$ cat config.mk
export PLATFORM = sky130hd
export DESIGN_NAME = lcdf_top
export DESIGN_NICKNAME = d
export VERILOG_FILES = /design/src/rtl/lcdf_top.v /design/src/rtl/lcdf_clk_div.v
export VERILOG_INCLUDE_DIRS = /design/src /design/src/rtl
export SDC_FILE = /design/constraint.sdc
export NUM_CORES = 1
export LEC_CHECK = 0
export BUFFER_PORTS_ARGS = -buffer_cell sky130_fd_sc_hd__buf_2
export CAP_MARGIN = 20
export CORE_MARGIN = 8
export CORE_UTILIZATION = 48
export CTS_CLUSTER_SIZE = 12
export DETAILED_ROUTE_END_ITERATION = 8
export PLACE_DENSITY = 0.85
export SYNTH_ARGS = -nofsm -noshare
export SYNTH_HDL_FRONTEND = slang
export SYNTH_SLANG_ARGS = --single-unit
$ cat constraint.sdc
create_clock -name pclk -period 4.7 [get_ports pclk]
set_clock_uncertainty 0.1 [all_clocks]
set_input_delay 0.235 -clock pclk [delete_from_list [all_inputs] [get_ports pclk]]
set_output_delay 0.235 -clock pclk [all_outputs]
set_load 0.005 [all_outputs]
$ cat src/rtl/lcdf_regs.vh
`ifndef LCDF_REGS_VH
`define LCDF_REGS_VH
// ----------------------------------------------------------------
// register map (word indices; byte address is four times the index)
// ----------------------------------------------------------------
`define LCDF_ADDR_W 18
`define LCDF_OFF_CTRL 16'hffc1
`define LCDF_OFF_CTRL2 16'hffc2
`define LCDF_OFF_STAT 16'hffc4
`define LCDF_ADDR_CTRL {`LCDF_OFF_CTRL, 2'b00}
`define LCDF_ADDR_CTRL2 {`LCDF_OFF_CTRL2, 2'b00}
`define LCDF_ADDR_STAT {`LCDF_OFF_STAT, 2'b00}
`define LCDF_STAT_ACT 0
`define LCDF_STAT_PWR 1
`define LCDF_STAT_TICK 2
// ----------------------------------------------------------------
// control register fields
// ----------------------------------------------------------------
`define LCDF_BIT_PWR 6
`define LCDF_BIT_ACT 5
`define LCDF_BIT_DISPLAY_DATA_SELECT 4
`define LCDF_CKS_HI 3
`define LCDF_CKS_LO 0
`define LCDF_BIT_WAVE 7
`define LCDF_CTRL_RST 8'h00
`define LCDF_CTRL2_RST 8'h00
// ----------------------------------------------------------------
// clock select codes and divisor exponents
// ----------------------------------------------------------------
`define LCDF_CKS_SYS2 4'h8
`define LCDF_CKS_SYS4 4'h9
`define LCDF_CKS_SYS8 4'ha
`define LCDF_CKS_SYS16 4'hb
`define LCDF_CKS_SYS32 4'hc
`define LCDF_CKS_SYS64 4'hd
`define LCDF_CKS_SYS128 4'he
`define LCDF_CKS_SYS256 4'hf
`define LCDF_DIV_W 8
`define LCDF_EXP_DIV1 4'h0
`define LCDF_EXP_DIV2 4'h1
`define LCDF_EXP_DIV4 4'h2
`define LCDF_EXP_DIV8 4'h3
`define LCDF_EXP_DIV16 4'h4
`define LCDF_EXP_DIV32 4'h5
`define LCDF_EXP_DIV64 4'h6
`define LCDF_EXP_DIV128 4'h7
`define LCDF_EXP_DIV256 4'h8
`endif

$ cat src/rtl/lcdf_top.v
`timescale 1ns/1ps
`include "lcdf_regs.vh"
// Overview of operation
// - display select clear forces blank segments regardless of display RAM
// - display select set with activate set drives segments from display RAM contents
// - select 0x00 (bit2 ignored) gives undivided subclock
// - select 0x01 (bit2 ignored) gives subclock divided by two
// - select top 0, bit1 set gives subclock divided by four
// - select 1000 gives system clock divided by two
// - select 1100 gives system clock divided by thirty-two
// - activate clear halts controller, forces power off, registers kept
// - waveform select bit picks A or B drive style
module lcdf_top #(
    parameter NSEG = 32 // segment outputs
) (
    input wire pclk, // system clock, 50 MHz
    input wire presetn, // async reset, active low
    input wire psel, // apb select
    input wire penable, // apb enable
    input wire pwrite, // apb direction
    input wire [`LCDF_ADDR_W-1:0] paddr, // apb byte address
    input wire [31:0] pwdata, // apb write data
    output wire [31:0] prdata, // apb read data
    output wire pready, // apb ready
    output wire pslverr, // apb error on unmapped address
    input wire subclk, // subclock pin, asynchronous
    input wire [NSEG-1:0] ram_data, // display RAM pattern
    output reg [NSEG-1:0] seg_data, // segment pattern to drivers
    output reg frame_tick, // operating clock event
    output reg drive_power_on, // panel drive supply enable
    output reg waveform_type_select, // 0 = A style, 1 = B style
    output reg controller_active // controller running
);
    // ------------------------------------------------------------
    // apb slave
    // ------------------------------------------------------------
    reg [7:0] panel_control_register_q;
    reg [7:0] panel_control_register_second_q;
    reg frame_tick_seen_q;
    reg [31:0] rdata_d;

    // registers sit on word boundaries, so the two low address bits must be zero
    function addr_hit;
        input [`LCDF_ADDR_W-1:0] addr;
        input [`LCDF_ADDR_W-1:0] reg_addr;
        begin
            addr_hit = (addr == reg_addr);
        end
    endfunction

    wire sel_ctrl = addr_hit(paddr, `LCDF_ADDR_CTRL);
    wire sel_ctrl2 = addr_hit(paddr, `LCDF_ADDR_CTRL2);
    wire sel_stat = addr_hit(paddr, `LCDF_ADDR_STAT);
    wire mapped = sel_ctrl | sel_ctrl2 | sel_stat;
    wire access = psel & penable;
    // a refused access never reaches a register
    wire wr = access & pwrite & mapped;
    wire wr_ctrl = wr & sel_ctrl;
    wire wr_ctrl2 = wr & sel_ctrl2;

    // zero wait states: every access completes in its first access cycle
    assign pready = 1'b1;
    assign pslverr = access & ~mapped;

    // status is read-only; a write to it is accepted and has no effect
    always @* begin
        rdata_d = 32'h0000_0000;
        if (sel_ctrl) begin
            rdata_d[7:0] = panel_control_register_q;
        end else if (sel_ctrl2) begin
            rdata_d[7:0] = panel_control_register_second_q;
        end else if (sel_stat) begin
            rdata_d[`LCDF_STAT_ACT] = controller_active;
            rdata_d[`LCDF_STAT_PWR] = drive_power_on;
            rdata_d[`LCDF_STAT_TICK] = frame_tick_seen_q;
        end
    end
    assign prdata = rdata_d;

    // register contents survive a halt; only reset or an APB write changes them
    always @(posedge pclk or negedge presetn) begin
        if (!presetn) begin
            panel_control_register_q <= `LCDF_CTRL_RST;
            panel_control_register_second_q <= `LCDF_CTRL2_RST;
        end else begin
            if (wr_ctrl) begin
                panel_control_register_q <= pwdata[7:0];
            end
            if (wr_ctrl2) begin
                panel_control_register_second_q <= pwdata[7:0];
            end
        end
    end

    wire controller_activate = panel_control_register_q[`LCDF_BIT_ACT];
    wire power_switch = panel_control_register_q[`LCDF_BIT_PWR];
    wire display_data_select = panel_control_register_q[`LCDF_BIT_DISPLAY_DATA_SELECT];
    wire [3:0] frame_clock_sel =
        panel_control_register_q[`LCDF_CKS_HI:`LCDF_CKS_LO];

    // ------------------------------------------------------------
    // subclock synchroniser and edge detect
    // ------------------------------------------------------------
    reg sub_s1_q;
    reg sub_s2_q;
    reg sub_s3_q;

    always @(posedge pclk or negedge presetn) begin
        if (!presetn) begin
            sub_s1_q <= 1'b0;
            sub_s2_q <= 1'b0;
            sub_s3_q <= 1'b0;
        end else begin
            sub_s1_q <= subclk;
            sub_s2_q <= sub_s1_q;
            sub_s3_q <= sub_s2_q;
        end
    end

    // subclock must be well below pclk/2 for the edge detect to see it
    wire sub_rise = sub_s2_q & ~sub_s3_q;

    // ------------------------------------------------------------
    // frame clock source selection
    // ------------------------------------------------------------
    function [4:0] cks_decode;
        input [3:0] cks;
        begin
            // {source is system clock, log2 of divisor}
            // codes with the top bit clear never look at bit two
            if (!cks[3]) begin
                if (cks[1])
                    cks_decode = {1'b0, `LCDF_EXP_DIV4};
                else if (cks[0])
                    cks_decode = {1'b0, `LCDF_EXP_DIV2};
                else
                    cks_decode = {1'b0, `LCDF_EXP_DIV1};
            end else begin
                case (cks)
                    `LCDF_CKS_SYS2: cks_decode = {1'b1, `LCDF_EXP_DIV2};
                    `LCDF_CKS_SYS4: cks_decode = {1'b1, `LCDF_EXP_DIV4};
                    `LCDF_CKS_SYS8: cks_decode = {1'b1, `LCDF_EXP_DIV8};
                    `LCDF_CKS_SYS16: cks_decode = {1'b1, `LCDF_EXP_DIV16};
                    `LCDF_CKS_SYS32: cks_decode = {1'b1, `LCDF_EXP_DIV32};
                    `LCDF_CKS_SYS64: cks_decode = {1'b1, `LCDF_EXP_DIV64};
                    `LCDF_CKS_SYS128: cks_decode = {1'b1, `LCDF_EXP_DIV128};
                    default: cks_decode = {1'b1, `LCDF_EXP_DIV256};
                endcase
            end
        end
    endfunction

    wire [4:0] src_sel = cks_decode(frame_clock_sel);
    wire use_sys = src_sel[4];
    wire step = use_sys ? 1'b1 : sub_rise;
    wire [3:0] div_exp = src_sel[3:0];
    wire div_tick;

    lcdf_clk_div #(
        .W(`LCDF_DIV_W)
    ) u_div (
        .pclk(pclk),
        .presetn(presetn),
        .run(controller_activate),
        .step(step),
        .exp(div_exp),
        .tick(div_tick)
    );

    // ------------------------------------------------------------
    // control outputs
    // ------------------------------------------------------------
    always @(posedge pclk or negedge presetn) begin
        if (!presetn) begin
            drive_power_on <= 1'b0;
            waveform_type_select <= 1'b0;
            controller_active <= 1'b0;
        end else begin
            controller_active <= controller_activate;
            // halt overrides the power switch
            drive_power_on <= controller_activate & power_switch;
            waveform_type_select <=
                panel_control_register_second_q[`LCDF_BIT_WAVE];
        end
    end

    // ------------------------------------------------------------
    // operating clock event and status toggle
    // ------------------------------------------------------------
    always @(posedge pclk or negedge presetn) begin
        if (!presetn) begin
            frame_tick <= 1'b0;
            frame_tick_seen_q <= 1'b0;
        end else begin
            frame_tick <= div_tick;
            if (div_tick) begin
                frame_tick_seen_q <= ~frame_tick_seen_q;
            end
        end
    end

    // ------------------------------------------------------------
    // segment gating
    // ------------------------------------------------------------
    // blank while halted too, so a stopped panel never holds a stale pattern
    wire seg_enable = controller_activate & display_data_select;
    wire [NSEG-1:0] seg_d;

    genvar gi;
    generate
        for (gi = 0; gi < NSEG; gi = gi + 1) begin : g_seg
            assign seg_d[gi] = seg_enable & ram_data[gi];
        end
    endgenerate

    always @(posedge pclk or negedge presetn) begin
        if (!presetn) begin
            seg_data <= {NSEG{1'b0}};
        end else begin
            seg_data <= seg_d;
        end
    end
endmodule

$ cat src/rtl/lcdf_clk_div.v
`timescale 1ns/1ps
// ----------------------------------------------------------------
// free-running divider producing one-cycle tick every 2**exp inputs
// ----------------------------------------------------------------
module lcdf_clk_div #(
    parameter W = 8
) (
    input wire pclk, // system clock
    input wire presetn, // async reset, active low
    input wire run, // counting allowed
    input wire step, // input event to divide
    input wire [3:0] exp, // log2 of divisor, 0..W
    output reg tick // one-cycle output event
);
    reg [W-1:0] cnt_q;
    wire [W-1:0] mask = ~({W{1'b1}} << exp);

    always @(posedge pclk or negedge presetn) begin
        if (!presetn) begin
            cnt_q <= {W{1'b0}};
            tick <= 1'b0;
        end else begin
            tick <= 1'b0;
            if (!run) begin
                cnt_q <= {W{1'b0}};
            end else if (step) begin
                // masked compare lets the divisor change without a long wrap
                if ((cnt_q & mask) == mask) begin
                    cnt_q <= {W{1'b0}};
                    tick <= 1'b1;
                end else begin
                    cnt_q <= cnt_q + {{(W-1){1'b0}}, 1'b1};
                end
            end
        end
    end
endmodule

# Yosys cells after proc, flatten, opt, wreduce, memory -nomap -nowiden
# Cells that the tools add are included.
# totals
input_bits	88
regBits	65
output_inout_bits	70
word_cells	90
# op_classes
add_sub_neg	1
bitwise	48
muxes	15
shift	1
eq_ne	12
# op_table
cell	n
$eq A18 B18 Y1 const B	3
$and A1 B1 Y1	41
$mux W8	4
$eq A4 B4 Y1 const B	7
$pmux W4 S7	1
$mux W5	3
$add A8 B1 Y8 const B	1
$and A8 B8 Y8	1
$eq A8 B8 Y1	1
$not A8 Y8	1
$shl A8 B4 Y8 const A	1
$mux W3	2
$mux W1	5
$not A1 Y1	3
$ne A2 B1 Y1 const B	1
$or A1 B1 Y1	2

# Longest topological paths before layout
# logic_depth
word_depth	10
ltp_mapped	6
depth_no_buf	5

# By module
# A second synthesis with hierarchy kept.
# hier_totals
cells_unflattened	252
hier_area_um2	2969.1
# modules_own_cells
mod	cells_per_inst	area_each_um2	n_inst	seq_area_each_um2
lcdf_top	190	2367.3	1	1401.3
lcdf_clk_div	62	601.8	1	225.2

# Worst setup path before layout
# No wires, ideal clock.
# synth_timing
path_type	input-to-output
startpoint	in paddr[5]
endpoint	out prdata[0]
slack_ns	2.851
stages	5
required_time_ns	4.365
arrival_time_ns	1.514
path_buffers	1
cell_sequence	or3_1 > nor4_1 > and4_1 > buf_2 > a221o_1
# synth_between
elab_chain_len	4
elab_cells_between_ends	6
cone_classes	3 x eq/ne; 3 x mux
# synth_rtl
item	line	text
start: declaration	lcdf_top.v:21	input wire [`LCDF_ADDR_W-1:0] paddr,
$eq A18 B18 Y1	lcdf_top.v:47	addr_hit = (addr == reg_addr);
$mux W3	lcdf_top.v:72	end else if (sel_stat) begin
$mux W3	lcdf_top.v:70	end else if (sel_ctrl2) begin
$mux W8 *	lcdf_top.v:68	if (sel_ctrl) begin
end: declaration	lcdf_top.v:23	output wire [31:0] prdata,
# Mark *: on every way between the ends. The rest lies on a longest branch, timed or not.

# Final worst setup path
# Ends and elaborated chain as after synthesis.

==> results.txt <==
synthesized area: 0.00288 mm^2
worst-path fanout max: 9
final setup violation count: 0
Worst slew margin: 45.4%
VDD IR max: 0.201 mV
min-delay src: pwdata[7]
port bufs: 108
Post-CTS Resized: 0
sequential-to-total area share from yosys stat: 56.4%
die width: 93.5 um
Hold Path Class: in2reg
post-route minimum period: 2.46 ns
FF-to-FF Start: u_div.cnt_q[0]$_DFFE_PN0P_
IO Pins: 158
DRC viols: 0
Via Count: 2,198
outcome: completed
Syn Area/Cell: 12.0 um^2
initial antenna violation count: 0
DP Wirelength: 5.09 mm
Max Fclk: 407 MHz
multi-input logic area: 0.00110 mm^2
Synth-to-Final Area Change: 25.5%
crit path from: paddr[5]
#FFs+latches synth: 65
Tot GR Track Use: 15.7%
NumNets Final: 438
root buffer cell: clkbuf_8
critical path data arrival time: 2.12 ns
Leak: 0.00215 uW
RD Place Congestion: 0.820
Synth Warn #: 0
Critical Path End Type: primary output
layout cell share with drive strength beyond 1: 37.7%
slew at the pin with the worst max-slew slack: 0.820 ns
vias in the first global route: 2,324
clock buffer depth: 2
Core ar.: 0.00585 mm^2
drt via density: 5.14
fraction of registers with async set/reset: 100%
TritonCTS clock tree: yes
Synth cell types: 43
crit path kind: in2out
Max Cap Viol: 0
WL final: 6.88 mm
CTS Hold Buffers Added: 2
period utilization: 52.3%
First DRT Iteration DRCs: 108
crit start category: input pin
cell count after synthesis: 240
unrepaired setup endpoints after global routing: false
die height: 93.5 um
power per cell area: 298 mW/mm^2
setup repair bufs after CTS: 0
Post-synth EDFFs: 0
clock sinks: 65
Req. time, crit path: 4.37 ns
Initial Utilization: 49.3%
first-pass GRT wire length: 10.9 mm
WL per Instance: 16.1 um
fin. max-slew vios: 0
CTS Buf Count: 9
ant diodes: 0
die area: 0.00874 mm^2
worst-skew pair later-pin latency: 0.33 ns
# H-tree levels: 3
setup tns final: 0 ns
Row Count: 28
reg2reg setup slack: 2.61 ns
Hold Fails Final Rpt: 0
clk slew on worst S/H paths: 0.07 ns
post-route antenna net violation count: 0
DRT Pass-1 Iters: 4
most frequent cells in the layout: buf_2, dfrtp_1, and3_1
FF+latch area: 0.00163 mm^2
most common cell after layout, fill and taps aside: buf_2
pin count of the biggest net entering global routing: 66
total gr overflow: 0
Fillers: 481
Primary FF master, synth: dfrtp_1
final hold slack: 0.0331 ns
==> layer usage <==
| layer | vias up | share of wire, % | global-route usage [%] |
|---|---|---|---|
| met4 | 0 | 1.1 | 6.71 |
| met1 | 1051 | 39 | 16.8 |
| met5 | - | 0 | 0 |
| li1 | 1047 | - | - |
| met3 | 6 | 8.7 | 6.25 |
| met2 | 94 | 52 | 26.7 |
==> report_power, final <==
group,internal [uW],switching (uW),total [uW]
Sequential,561,0.380,561
Combinational,23.6,29.9,53.6
Clock,269,193,463
==> worst paths after layout <==
kind,end,depth (start not counted)
setup / recovery,prdata[0],6
hold / removal,panel_control_register_q[7]$_DFFE_PN0P_,2
setup reg to reg,u_div.cnt_q[4]$_DFFE_PN0P_,4
hold reg to reg,sub_s2_q$_DFF_PN0_,0
max in group asynchronous,panel_control_register_q[0]$_DFFE_PN0P_,3
min in group asynchronous,u_div.cnt_q[6]$_DFFE_PN0P_,3
==> cells by family (layout without fill, tap and decap cells) <==
family	Yosys count	count (layout)	share of synthesized area [%]
simple gates	82	82	18.9
flops	65	65	56.4
buf+inv	39	129	8.42
compound gates	32	32	8.38
mux	16	16	6.25
xor+xnor	3	3	0.912
other cells	2	25	0.261
fa+ha+maj	1	1	0.434
==> layout make-up <==
cell class	count	area share [%]
Clock buffer	12	4.29
Clock inverter	3	1.11
Inverter	2	0.207
Multi-Input combinational cell	159	30.4
Sequential cell	65	45.0
Tap cell	75	2.59
Timing Repair Buffer	112	16.5
==> synthesized netlist by cell type, types with 2 or more instances <==
master	number	area, um^2
dfrtp_1	65	1630
and3_1	42	263
buf_4	25	188
mux2_1	12	135
clkbuf_1	10	37.5
nand2_1	8	30.0
a22o_1	5	43.8
o21ai_0	5	25.0
a211oi_1	4	30.0
a21oi_1	4	20.0
mux2_2	4	45.0
nor2_1	4	15.0
a221o_1	3	30.0
nand2b_1	3	18.8
nand4b_1	3	26.3
nor4_1	3	18.8
o2111ai_1	3	26.3
xor2_1	3	26.3
a2111oi_0	2	17.5
and2_1	2	12.5
and4_1	2	17.5
buf_2	2	10.0
conb_1	2	7.51
inv_1	2	7.51
nand3_1	2	10.0
nand4_1	2	12.5
nor3b_1	2	15.0
==> sequential cells by signal, summed over array words and instances (netlist names) <==
register	count
u_div.cnt_q	8
u_div.tick	1
waveform_type_select	1
seg_data	32
drive_power_on	1
frame_tick	1
sub_s2_q	1
panel_control_register_second_q	8
controller_active	1
frame_tick_seen_q	1
sub_s3_q	1
panel_control_register_q	8
sub_s1_q	1
==> worst max-delay path: stages <==
cell and delay [ns]:
buf_2 0.10, or3_1 0.36, nor4_1 0.53, and4_1 0.55, a221o_1 0.23, buf_2 0.11
==> metrics by stage <==
| stage | worst slack [ns] | total power [uW] | utilization (%) | instances | cell area, um^2 |
|---|---|---|---|---|---|
| 6_report | 2.24 | 1080 | 61.8 | 428 | 3620 |
| 5_1_grt | 2.15 | 1120 | 61.8 | 428 | 3620 |
| 4_1_cts | 2.27 | 1090 | 61.4 | 427 | 3590 |
| 3_5_place_dp | 2.28 | 623 | 57.7 | 410 | 3380 |
| 3_3_place_gp | 2.31 | 622 | 57.7 | 410 | 3380 |
| 2_1_floorplan | 2.85 | 599 | - | 263 | 2970 |
(Power assumes the default switching activity.)
